<file path="src/core/dac_addr_map.vh">
`ifndef DAC_ADDR_MAP_VH
`define DAC_ADDR_MAP_VH

// ==========================================================
// Channel organisation
// ==========================================================
`define NUM_GROUPS        4
`define REGS_PER_GROUP    10
`define NUM_CHANNELS      40
`define DATA_W            14
`define CHAN_W            6

// ==========================================================
// Class select encodings {class_select_high, class_select_low}
// ==========================================================
`define CLASS_DATA        2'h3
`define CLASS_OFFSET      2'h2
`define CLASS_GAIN        2'h1
`define CLASS_SPECIAL     2'h0

// ==========================================================
// APB register offsets (byte addresses)
// ==========================================================
`define OFF_WRITE         12'h000
`define OFF_CONTROL       12'h004
`define OFF_STATUS        12'h008
`define OFF_READ_SEL      12'h00C
`define OFF_READ_DATA     12'h010

// ==========================================================
// Field positions of the write-port word
// ==========================================================
`define WR_DATA_LSB       0
`define WR_DATA_MSB       13
`define WR_INDEX_LSB      16
`define WR_INDEX_MSB      19
`define WR_MASK_LSB       20
`define WR_MASK_MSB       23
`define WR_CLASS_LSB      24
`define WR_CLASS_MSB      25

// ==========================================================
// Reset values
// ==========================================================
`define RST_DATA          14'h0000
`define RST_OFFSET        14'h2000
`define RST_GAIN          14'h3FFF
`define RST_CONTROL       1'b1

`endif

</file>
<file path="src/core/dac_chan_mem.v">
`include "dac_addr_map.vh"

// ==========================================================
// Register storage for one class across all channels
// ==========================================================
module dac_chan_mem
#(
    parameter [13:0] RESET_VAL = 14'h0000   // Value of every word after reset
)
(
    input  wire                  pclk,      // Bus clock
    input  wire                  presetn,   // Async reset, active low
    input  wire [39:0]           wr_en,     // One write enable per channel
    input  wire [13:0]           wr_data,   // Word written to all enabled
    input  wire [5:0]            rd_chan,   // Channel to read back
    output reg  [13:0]           rd_data    // Registered read data
);

    wire [559:0] flat_words;                // All channel words side by side
    genvar g;

    // ==========================================================
    // Storage, one flop word per channel
    // ==========================================================
    // Each channel owns its word, so every flop has one driving process
    generate
        for (g = 0; g < 40; g = g + 1)
        begin : chan
            reg [13:0] word_q;              // This channel's word
            always @(posedge pclk or negedge presetn)
            begin
                if (!presetn)
                    word_q <= RESET_VAL;
                else if (wr_en[g])
                    word_q <= wr_data;
            end
            assign flat_words[g*14 +: 14] = word_q;
        end
    endgenerate

    // ==========================================================
    // Registered readback
    // ==========================================================
    always @(posedge pclk or negedge presetn)
    begin
        if (!presetn)
            rd_data <= 14'h0000;
        else if (rd_chan < 6'd40)
            rd_data <= flat_words[rd_chan*14 +: 14];
        else
            rd_data <= 14'h0000;            // Out of range reads zero
    end

endmodule

</file>
<file path="src/core/dac_channel_address_decoder.v">
// Functional notes
// RL1: Eight-bit address reaches every channel register
// RL2: Upper nibble zero writes all 40
// RL3: Upper nibble bits enable groups A-D
// RL4: Lower nibble picks register 0-9 per group
// RL5: Same decoding for every register class
// RL6: Outputs start cleared to ground reference
// RL7: Class codes 11 data, 10 offset, 01 gain, 00 special
// RL8: Address and data captured on write strobe
// RL9: Index 10-15 with group mask: no update
//
// The APB slave port and the placing of the registers were decided locally.
`include "dac_addr_map.vh"

module dac_channel_address_decoder
(
    input  wire        pclk,               // Bus clock, 25 MHz
    input  wire        presetn,            // Async reset, active low
    input  wire        psel,               // APB select
    input  wire        penable,            // APB access phase
    input  wire        pwrite,             // APB direction
    input  wire [11:0] paddr,              // APB byte address
    input  wire [31:0] pwdata,             // APB write data
    output reg  [31:0] prdata,             // APB read data
    output reg         pready,             // APB ready
    output reg         pslverr,            // APB error
    output reg         output_clear_state, // Outputs forced to ground ref
    output reg  [1:0]  class_select_q,     // Class of last accepted write
    output reg  [39:0] chan_write_q,       // Pulse: channels hit by the write
    output reg         special_write_q,    // Pulse: special function write
    output reg  [13:0] special_data_q      // Last special function word
);

    // ==========================================================
    // Address decode function
    // ==========================================================
    // Returns the 40-bit channel mask for group mask and index
    // Broadcast ignores the index; an index past nine reaches nothing,
    // so a stray code can never spill into the next group
    function [39:0] decode_channels;
        input [3:0] group_mask_field;
        input [3:0] channel_index_field;
        integer     grp;
        begin
            decode_channels = 40'h00_0000_0000;
            if (group_mask_field == 4'h0)
                decode_channels = 40'hFF_FFFF_FFFF;       // see RL2
            else if (channel_index_field < 4'hA)          // see RL9
            begin
                for (grp = 0; grp < 4; grp = grp + 1)
                    if (group_mask_field[grp])            // see RL3
                        decode_channels[grp*10 + channel_index_field] = 1'b1; // see RL4
            end
        end
    endfunction

    // ==========================================================
    // Bus decode
    // ==========================================================
    // Only the first access cycle counts; the answer cycle must not
    // repeat the write while the host still holds the request
    wire        access   = psel & penable;               // APB access phase
    wire        wr_acc   = access & pwrite & ~pready;    // First access cycle
    wire        hit_wr   = wr_acc && (paddr == `OFF_WRITE);
    wire [1:0]  wr_class = pwdata[`WR_CLASS_MSB:`WR_CLASS_LSB];
    wire [3:0]  wr_mask  = pwdata[`WR_MASK_MSB:`WR_MASK_LSB];
    wire [3:0]  wr_index = pwdata[`WR_INDEX_MSB:`WR_INDEX_LSB];
    wire [13:0] wr_word  = pwdata[`WR_DATA_MSB:`WR_DATA_LSB];
    wire [39:0] wr_chans = hit_wr ? decode_channels(wr_mask, wr_index) : 40'h00_0000_0000; // see RL1

    // Per-class write enables; the same mask serves all classes
    // Special class reaches no channel store; it raises a pulse and latches its word in special_data_q
    wire [39:0] en_data   = (wr_class == `CLASS_DATA)   ? wr_chans : 40'h00_0000_0000; // see RL7
    wire [39:0] en_offset = (wr_class == `CLASS_OFFSET) ? wr_chans : 40'h00_0000_0000; // see RL5
    wire [39:0] en_gain   = (wr_class == `CLASS_GAIN)   ? wr_chans : 40'h00_0000_0000; // see RL5

    // Readback path state
    reg  [5:0]  read_sel_q;                // Readback channel select
    reg  [1:0]  read_class_q;              // Readback class select
    reg         rd_pending_q;              // Read data one cycle late
    wire [13:0] rd_data;                   // Memory readback
    wire [13:0] rd_offset;
    wire [13:0] rd_gain;

    // ==========================================================
    // Storage for the three classes
    // ==========================================================
    // Three copies of one store; only the enable and reset word differ
    // All three read the same channel, so a class switch costs no cycle
    dac_chan_mem #(.RESET_VAL(`RST_DATA)) data_mem
    (
        .pclk    (pclk),
        .presetn (presetn),
        .wr_en   (en_data),
        .wr_data (wr_word),
        .rd_chan (read_sel_q),
        .rd_data (rd_data)
    );

    dac_chan_mem #(.RESET_VAL(`RST_OFFSET)) offset_mem
    (
        .pclk    (pclk),
        .presetn (presetn),
        .wr_en   (en_offset),
        .wr_data (wr_word),
        .rd_chan (read_sel_q),
        .rd_data (rd_offset)
    );

    dac_chan_mem #(.RESET_VAL(`RST_GAIN)) gain_mem
    (
        .pclk    (pclk),
        .presetn (presetn),
        .wr_en   (en_gain),
        .wr_data (wr_word),
        .rd_chan (read_sel_q),
        .rd_data (rd_gain)
    );

    // Readback mux, class chosen by software
    // Special class has no channel store, so it shows the last word
    reg [13:0] rd_mux;
    always @*
    begin
        case (read_class_q)
            `CLASS_DATA:   rd_mux = rd_data;
            `CLASS_OFFSET: rd_mux = rd_offset;
            `CLASS_GAIN:   rd_mux = rd_gain;
            default:       rd_mux = special_data_q;
        endcase
    end

    // ==========================================================
    // Write-port capture and control registers
    // ==========================================================
    // A write lands on the single access edge, like the strobe's rising edge
    // Channel pulse is rebuilt every cycle, so it lasts exactly one
    // A control write with bit 0 low lifts the clamp;
    // writing it high clamps the outputs again
    always @(posedge pclk or negedge presetn)
    begin
        // Reset leaves the outputs clamped until software lifts it
        if (!presetn)
        begin
            output_clear_state <= `RST_CONTROL;          // see RL6
            class_select_q     <= 2'h0;
            chan_write_q       <= 40'h00_0000_0000;
            special_write_q    <= 1'b0;
            special_data_q     <= 14'h0000;
            read_sel_q         <= 6'h00;
            read_class_q       <= 2'h0;
        end
        else
        begin
            special_write_q <= 1'b0;
            chan_write_q    <= wr_chans;
            if (hit_wr)
            begin
                class_select_q <= wr_class;              // see RL8
                if (wr_class == `CLASS_SPECIAL)          // see RL7
                begin
                    special_write_q <= 1'b1;
                    special_data_q  <= wr_word;
                end
            end
            if (wr_acc && paddr == `OFF_CONTROL)
                output_clear_state <= pwdata[0];         // Software release
            if (wr_acc && paddr == `OFF_READ_SEL)
            begin
                read_sel_q   <= pwdata[5:0];
                read_class_q <= pwdata[9:8];
            end
        end
    end

    // ==========================================================
    // APB answer: writes one wait, reads two
    // ==========================================================
    // Reads wait a cycle so memory readback can settle into its register
    // A bad address raises pslverr with pready; nothing is stored
    // Limitation: a host that drops psel mid-read leaves the pending
    // flag set, so its next read answers one cycle early
    always @(posedge pclk or negedge presetn)
    begin
        if (!presetn)
        begin
            pready       <= 1'b0;
            pslverr      <= 1'b0;
            prdata       <= 32'h0000_0000;
            rd_pending_q <= 1'b0;
        end
        else
        begin
            pready  <= 1'b0;
            pslverr <= 1'b0;
            if (access && !pready)
            begin
                if (pwrite)
                begin
                    pready  <= 1'b1;
                    pslverr <= !(paddr == `OFF_WRITE || paddr == `OFF_CONTROL ||
                                 paddr == `OFF_READ_SEL);
                end
                else if (!rd_pending_q)
                    rd_pending_q <= 1'b1;
                else
                begin
                    rd_pending_q <= 1'b0;
                    pready       <= 1'b1;
                    case (paddr)
                        `OFF_CONTROL:   prdata <= {31'h0, output_clear_state};
                        `OFF_STATUS:    prdata <= {28'h0, special_write_q, 1'b0,
                                                   class_select_q};
                        `OFF_READ_SEL:  prdata <= {22'h0, read_class_q, 2'h0,
                                                   read_sel_q};
                        `OFF_READ_DATA: prdata <= {18'h0, rd_mux};
                        default:
                        begin
                            prdata  <= 32'h0000_0000;
                            pslverr <= (paddr != `OFF_WRITE);
                        end
                    endcase
                end
            end
        end
    end

endmodule

</file>
<file path="config.mk">
export PLATFORM = sky130hd
export DESIGN_NAME = dac_channel_address_decoder
export DESIGN_NICKNAME = d
export VERILOG_FILES = /design/src/core/dac_chan_mem.v /design/src/core/dac_channel_address_decoder.v
export VERILOG_INCLUDE_DIRS = /design/src /design/src/core
export SDC_FILE = /design/constraint.sdc
export NUM_CORES = 2
export LEC_CHECK = 0
export BUFFER_PORTS_ARGS = -buffer_cell sky130_fd_sc_hd__clkbuf_2
export CAP_MARGIN = 10
export CORE_ASPECT_RATIO = 1.25
export CORE_MARGIN = 2
export CORE_UTILIZATION = 60
export CTS_CLUSTER_DIAMETER = 120
export DETAILED_ROUTE_END_ITERATION = 6
export PLACE_DENSITY = 0.89
export SYNTH_ARGS = -nofsm -noshare
export SYNTH_HDL_FRONTEND = slang
export SYNTH_SLANG_ARGS = --single-unit
</file>
<file path="constraint.sdc">
create_clock -name pclk -period 2.75 [get_ports pclk]
set_clock_uncertainty 0.05 [all_clocks]
set_input_delay 0.825 -clock pclk [delete_from_list [all_inputs] [get_ports pclk]]
set_output_delay 0.825 -clock pclk [all_outputs]
set_load 0.03 [all_outputs]
</file>
# Yosys cells after proc, flatten, opt, wreduce, memory -nomap -nowiden

Index checks and enable logic that the tools add are counted.
Widths: inputs -> output; s select.

Magnitude comparators: 10
Divide/modulo/power cells: 0
Multiplexer cells: 39
Add/subtract/negate cells: 3
Shift-type cells: 3
Reduce and logical (&&, ||, !) cells: 20
Eq/ne operators: 10
$mul: 1
Bitwise gates (word level): 8

Operators with widths:

| operator            | number |
|---|---|
| $shiftx 560x11->14  | 3 |
| $mux 40             | 15 |
| $or 40x40->40       | 3 |
| $pmux 14 s4         | 1 |
| $mux 14             | 3 |
| $pmux 14 s3         | 1 |
| $eq 12x4->1 const B | 2 |
| $demux 1 s6         | 3 |
| $mux 16             | 1 |
| $lt 6x7->1 const B  | 2 |
| $mux 1              | 14 |
| $add 5x4->6 const A | 2 |
| $eq 12x3->1 const B | 1 |
| $eq 12x5->1 const B | 1 |
| $ge 6x1->1 const B  | 2 |
| $logic_not 12->1    | 1 |
| $reduce_bool 12->1  | 1 |
| $mul 6x3->9 const B | 1 |
| $eq 2x2->1 const B  | 4 |
| $logic_and 1x1->1   | 8 |
| $lt 4x7->1 const B  | 1 |
| $lt 5x7->1 const B  | 1 |
| $lt 6x6->1 const B  | 1 |
| $add 4x4->5 const A | 1 |
| 14 further kinds    | 21 |

Register bits: 1823
Bits in read-only memories: 0
Word-level logic and storage cells: 228
Memory bits (writable): 0
Input port bits: 49
Memories kept: 0
Bits in latches: 0

# Depth between registers and ports, before layout

Depth in word-level cells: 21
Depth in mapped cells: 12
Gate-level depth less buffers: 8

# Modules after synthesis

Synthesis repeated with hierarchy kept, for this count alone.

Cell total of the unflattened synthesis: 5486
Area total of the unflattened synthesis: 83121.0 µm²

Modules (own cells, without submodules):

| module                      | cells an instance | instances | area an instance (µm²) |
|---|---|---|---|
| dac_chan_mem at gain_mem    | 1636              | 1         | 26382.8 |
| dac_chan_mem at offset_mem  | 1636              | 1         | 25732.2 |
| dac_chan_mem at data_mem    | 1636              | 1         | 25682.1 |
| dac_channel_address_decoder | 578               | 1         | 5323.9 |

# Worst setup path before layout

Ideal clock, no wire load.

Path type: input port to flip-flop
Start point: in pwdata[17]
End point: reg data_mem.chan[10].word_q[10]
Setup time: 0.125 ns
Buffers on the path: 3
Stages on the path: 11
Slack: -0.802 ns
Required time: 2.575 ns
Data arrival time: 3.377 ns
Path through: clkbuf_1 -> inv_1 -> ha_1 -> ha_1 -> nand2b_1 -> clkbuf_1 -> o32a_1 -> o21a_1 -> nor2_1 -> buf_2 -> mux2_2

Cells in the longest elaborated chain, start to end: 21
Elaborated cells on any way between the ends: 41

RTL lines:

| item                                                                | RTL line                         | source |
|---|---|---|
| from (decl)                                                         | dac_channel_address_decoder.v:23 | `input wire [31:0] pwdata,` |
| parallel branches: the longest is 17 deep, another holds $lt 5x7->1 | -                                |  |
| $mux 40 (*)                                                         | dac_channel_address_decoder.v:48 | `else if (channel_index_field < 4'hA)` |
| $mux 40 (*)                                                         | dac_channel_address_decoder.v:46 | `if (group_mask_field == 4'h0)` |
| $mux 40 (*)                                                         | dac_channel_address_decoder.v:69 | `wire [39:0] wr_chans = hit_wr ? decode_channels(wr_mask, wr_index) : 40'h00_0000_0000;` |
| $mux 40 (*)                                                         | dac_channel_address_decoder.v:73 | `` wire [39:0] en_data = (wr_class == `CLASS_DATA) ? wr_chans : 40'h00_0000_0000; `` |
| to (signal assigned)                                                | dac_chan_mem.v:35                | `word_q <= wr_data;` |
| to (decl)                                                           | dac_chan_mem.v:29                | `reg [13:0] word_q;` |

Every way passes the cells marked *. The select of a mux whose other input is x is not followed.
A chain may end at the register's enable or synchronous reset.

# Worst setup path in the final report

Start point: reg read_sel_q[0]
End point: reg offset_mem.rd_data[12]

Cells in the longest elaborated chain, start to end: 3
Elaborated cells on any way between the ends: 4

RTL lines:

| item                   | RTL line                          | source |
|---|---|---|
| from (decl)            | dac_channel_address_decoder.v:78  | `reg [5:0] read_sel_q;` |
| from (signal assigned) | dac_channel_address_decoder.v:170 | `read_sel_q <= pwdata[5:0];` |
| $mul 6x3->9            | dac_chan_mem.v:49                 | `rd_data <= flat_words[rd_chan*14 +: 14];` |
| $shiftx 560x11->14     | dac_chan_mem.v:49                 |  |
| $mux 14 (*)            | dac_chan_mem.v:48                 | `else if (rd_chan < 6'd40)` |
| to (signal assigned)   | dac_chan_mem.v:49                 |  |
| to (decl)              | dac_chan_mem.v:16                 | `output reg [13:0] rd_data` |

Every way passes the cells marked *; elsewhere a longest branch is shown, timed or not.

==> impl_results.rst <==
.. list-table::
   :header-rows: 1

   * - Metric
     - Value
   * - Outcome
     - complete, but fails checks
   * - Failing checks
     - DRC, setup timing
   * - Synthesis warning total
     - 0
   * - Worst-path clk slew
     - roughly 70 ps
   * - Final period demand of the worst path
     - ~3000 ps
   * - Non-filler cells, final
     - 8066
   * - Total non-filler cell area in the finished layout
     - between 0.09 and 0.1 mm2
   * - Power per unit of standard cell area
     - ~540 mW/mm2
   * - Element type at the critical path end
     - flop
   * - Ratio of routed vias to standard cells
     - 7.536
   * - Post-placement cell area
     - 0.09123 mm2
   * - Final worst-path cycle share
     - 1.087
   * - Leakage
     - roughly 41 nW
   * - Share of the yosys chip area belonging to registers
     - 0.5603
   * - Final core occ
     - 0.7165
   * - Mean cell area of the mapped netlist
     - between 10 and 15 um2
   * - Area share of the leading cell type in the synthesized netlist
     - 0.3676
   * - Top cells by area in the synthesized netlist
     - sky130_fd_sc_hd__dfrtp_1 (37%), sky130_fd_sc_hd__dfstp_2 (19%), sky130_fd_sc_hd__mux2_2 (14%)
   * - Critical path buffer and inverter count
     - 3
   * - Kind of critical path
     - reg2reg
   * - Post-detail-place hpwl
     - 173100 um
   * - Final setup viols
     - 12
   * - Slowest-stage cell, CP
     - sky130_fd_sc_hd__mux2i_1
   * - Final count of pins violating max slew
     - 0
   * - Post-synth ARST share
     - 1.000
   * - Final Worst Setup Slack
     - -238.8 ps
   * - Aggregate negative setup slack
     - -860.5 ps
   * - Die Width
     - 334.6 um
   * - Cell type contributing the most total cell area after synthesis
     - sky130_fd_sc_hd__dfrtp_1
   * - GRT Total Usage
     - 0.4233
   * - Final antenna-violating net count
     - 0
   * - Global-route wire length before repair
     - around 430000 um
   * - Number of clock sinks
     - roughly 1800
   * - Fill cells
     - 7359
   * - Cell area after synthesis
     - roughly 0.08 mm2
   * - DIE HEIGHT
     - ~420 um
   * - RSZ-0062 raised after global routing
     - true
   * - Normalized max-slew margin
     - 0.3015
   * - Congestion Overflow GR
     - 0
   * - Critical path arrival
     - between 3000 and 4000 ps
   * - Top Ports
     - roughly 140
   * - 1st-pass router iterations
     - 7
   * - Type of origin of the critical path
     - flop
   * - Path category of the worst min-delay check
     - in2reg
   * - Pin count of the biggest net entering global routing
     - about 130
   * - Worst Max-Slew Pin Slew
     - 1019 ps
   * - Required time at the endpoint of the critical path
     - ~3400 ps
   * - Vias in the first global route
     - 64190
   * - Clock insertion delay at the later pin of the skew report
     - 850 ps
   * - Post-synthesis register bit count
     - ~1800
   * - Layout-stage area growth over the synthesis result
     - 18.44%
   * - Number of nets in the layout
     - 6215
   * - Overall die area
     - 0.1396 mm2
   * - Initial Util
     - 0.6050
   * - Total routed wirelength
     - around 300000 um
   * - Family with the most delay on the worst path
     - multiplexers
   * - Leading cell type by number of instances after synthesis
     - sky130_fd_sc_hd__dfrtp_1
   * - Total clock buffers created by CTS
     - around 170
   * - Number of placed instances, taps included
     - 7735
   * - Biggest fanout along the worst timing path
     - 9
   * - Synthesized instance count
     - around 5800
   * - Peak supply drop
     - 0.7428 mV
   * - Library cell used as clock root buffer
     - sky130_fd_sc_hd__clkbuf_16
   * - Routability cong.
     - around 0.95
   * - Number of flops mapped to enable cells by yosys
     - 0
   * - Distinct cell type count of the synthesized netlist
     - 70
   * - Largest stage delay, worst path
     - around 810 ps
   * - Number of standard-cell rows in the floorplan
     - approximately 150
   * - CTS tree
     - yes
   * - Ordered cell list for the critical path
     - buf_12, buf_4, buf_4, mux4_2, mux2i_1, nor2_1, nor2_1, o21ai_0
   * - Max H-tree Level
     - 4
   * - Share of layout cells above drive strength 1
     - 0.4934
   * - Number of violations of the max-capacitance limit
     - 0
   * - Top flip-flop cell by instance count after synthesis
     - sky130_fd_sc_hd__dfrtp_1
   * - Worst-case clock buffer depth
     - 3
   * - PortBufs
     - around 110
   * - Iter 0 DRT Violations
     - approximately 8300
   * - Number of antenna violations at the first check in global routing
     - 49
   * - Via Count
     - just over 60000
   * - Std-Cell Core Area
     - around 0.14 mm2
   * - Timing-limited maximum frequency
     - 334.6 MHz
   * - Wire length per cell
     - 36.76 um
   * - Count of unresolved DRC violations after routing
     - 48
   * - Pre-CTS setup slack
     - -617.7 ps
   * - Hold violation count in the final report
     - 0
   * - Most frequent cells after synthesis
     - sky130_fd_sc_hd__dfrtp_1 (1204), sky130_fd_sc_hd__mux2_2 (1018), sky130_fd_sc_hd__o2bb2ai_1 (690)
[metrics by stage]
stage / power, mW / hold slack, ps
2_1_floorplan: 27.69 / 400.9
3_3_place_gp: 29.02 / 415.5
3_5_place_dp: 29.08 / 419.2
4_1_cts: 52.49 / 315.8
5_1_grt: 53.76 / 334.4
6_report: 52.71 / 347.7
[routing by layer]
metal / vias to the layer above / GRT usage / part of all wire
li1: 22670 / - / -
met1: 30690 / 0.4718 / 0.31
met2: 5248 / 0.6231 / 0.44
met3: 2096 / 0.1887 / 0.14
met4: 84 / 0.3501 / 0.10
met5: - / 0.01709 / 0.0039
[report_power, final]
group	leakage [nW]	internal, mW	switching [mW]
Sequential	23.0	26.6	0.0118
Combinational	15.4	0.512	1.61
Clock	2.72	13.3	10.7
Total	41.1	40.4	12.3
[layout by cell type, fill, tap and decap left out, types with 12 or more instances in the layout]
cell	Yosys	routed
sky130_fd_sc_hd__dfrtp_1	1204	1197
sky130_fd_sc_hd__mux2_2	1018	957
sky130_fd_sc_hd__o2bb2ai_1	690	690
sky130_fd_sc_hd__dfstp_2	601	601
sky130_fd_sc_hd__buf_4	21	443
sky130_fd_sc_hd__mux2i_1	426	421
sky130_fd_sc_hd__mux4_2	262	262
sky130_fd_sc_hd__buf_12	0	236
sky130_fd_sc_hd__clkbuf_16	0	171
sky130_fd_sc_hd__nand2_1	178	162
sky130_fd_sc_hd__a22oi_1	141	139
sky130_fd_sc_hd__clkbuf_2	0	100
sky130_fd_sc_hd__a21oi_1	85	71
sky130_fd_sc_hd__mux2_4	0	61
sky130_fd_sc_hd__nand3_1	61	58
sky130_fd_sc_hd__o21ai_0	60	46
sky130_fd_sc_hd__nor2_1	71	42
sky130_fd_sc_hd__clkbuf_1	366	41
sky130_fd_sc_hd__o21ai_1	41	38
sky130_fd_sc_hd__clkbuf_8	0	34
sky130_fd_sc_hd__clkinv_2	0	29
sky130_fd_sc_hd__nand4_1	27	27
sky130_fd_sc_hd__o21ai_2	10	27
sky130_fd_sc_hd__nor2b_1	28	25
sky130_fd_sc_hd__nor2_4	0	24
sky130_fd_sc_hd__o22ai_1	32	24
sky130_fd_sc_hd__conb_1	1	18
sky130_fd_sc_hd__diode_2	0	16
sky130_fd_sc_hd__o221ai_1	19	16
sky130_fd_sc_hd__nand2_2	0	16
sky130_fd_sc_hd__a211oi_1	18	15
sky130_fd_sc_hd__a21oi_2	1	14
sky130_fd_sc_hd__mux2_1	14	14
sky130_fd_sc_hd__a41o_1	16	13
sky130_fd_sc_hd__a32oi_1	12	12
sky130_fd_sc_hd__buf_2	166	12
[state kept, by name (all words and copies together), names as in the netlist, 2 cells and up]
signal,cells
chan_write_q,40
class_select_q,2
data_mem.chan.word_q,560
data_mem.rd_data,14
gain_mem.chan.word_q,560
gain_mem.rd_data,14
offset_mem.chan.word_q,560
offset_mem.rd_data,14
prdata,14
read_class_q,2
read_sel_q,6
special_data_q,14
[tightest hold or removal path, delay by kind of cell]
family	cells	cell delay [ps]
buffers and inverters	2	290
and+or+nand+nor	1	60
[logic make-up (layout without fill, tap and decap cells)]
kind of cell,after synthesis,in the layout,share of synthesized area
adder cells (fa/ha/maj),12,12,0.001832
XOR/XNOR,1,1,0.0001069
multiplexers,1720,1720,0.2658
flip-flops,1805,1805,0.5603
other,1,34,0.00004576
AND/OR/NAND/NOR,450,450,0.02770
AO/OA/AOI/OAI,1169,1169,0.1134
buffers and inverters,596,1116,0.03079
[path summary, 6_finish.rpt]
check | from | to | slack (ps) | cells after the start
max | read_sel_q[0] | offset_mem.rd_data[12] | -240 | 8
min in group asynchronous | presetn | offset_mem.chan[20].word_q[8] | 480 | 2
min | pwdata[25] | special_write_q | 350 | 3
min reg2reg | gain_mem.chan[26].word_q[4] | gain_mem.chan[26].word_q[4] | 430 | 1
max in group asynchronous | presetn | gain_mem.chan[32].word_q[9] | 1060 | 4
max reg2reg | read_sel_q[0] | offset_mem.rd_data[12] | -240 | 8
[final cells by class]
cell class	count	area (um2)	area share
Timing Repair Buffer	803	8847	0.09115
Antenna cell	16	40.04	0.0004125
Multi-Input combinational cell	3370	34470	0.3551
Inverter	7	38.79	0.0003996
Clock inverter	60	633.1	0.006523
Sequential cell	1805	45940	0.4733
Clock buffer	246	4901	0.05049
Tap cell	1759	2201	0.02267
[what timing repair did]
item | 4_1_cts | 5_1_grt
endpoints found under the hold margin | 7 | 0
cloned | 1 | 0
buffers inserted | 2 | 5
pin swaps | 0 | 2
resized for setup | 4 | 34
hold buffers | 1 | 0
setup endpoints to repair | 17 | 40
(Power assumes the default switching activity.)
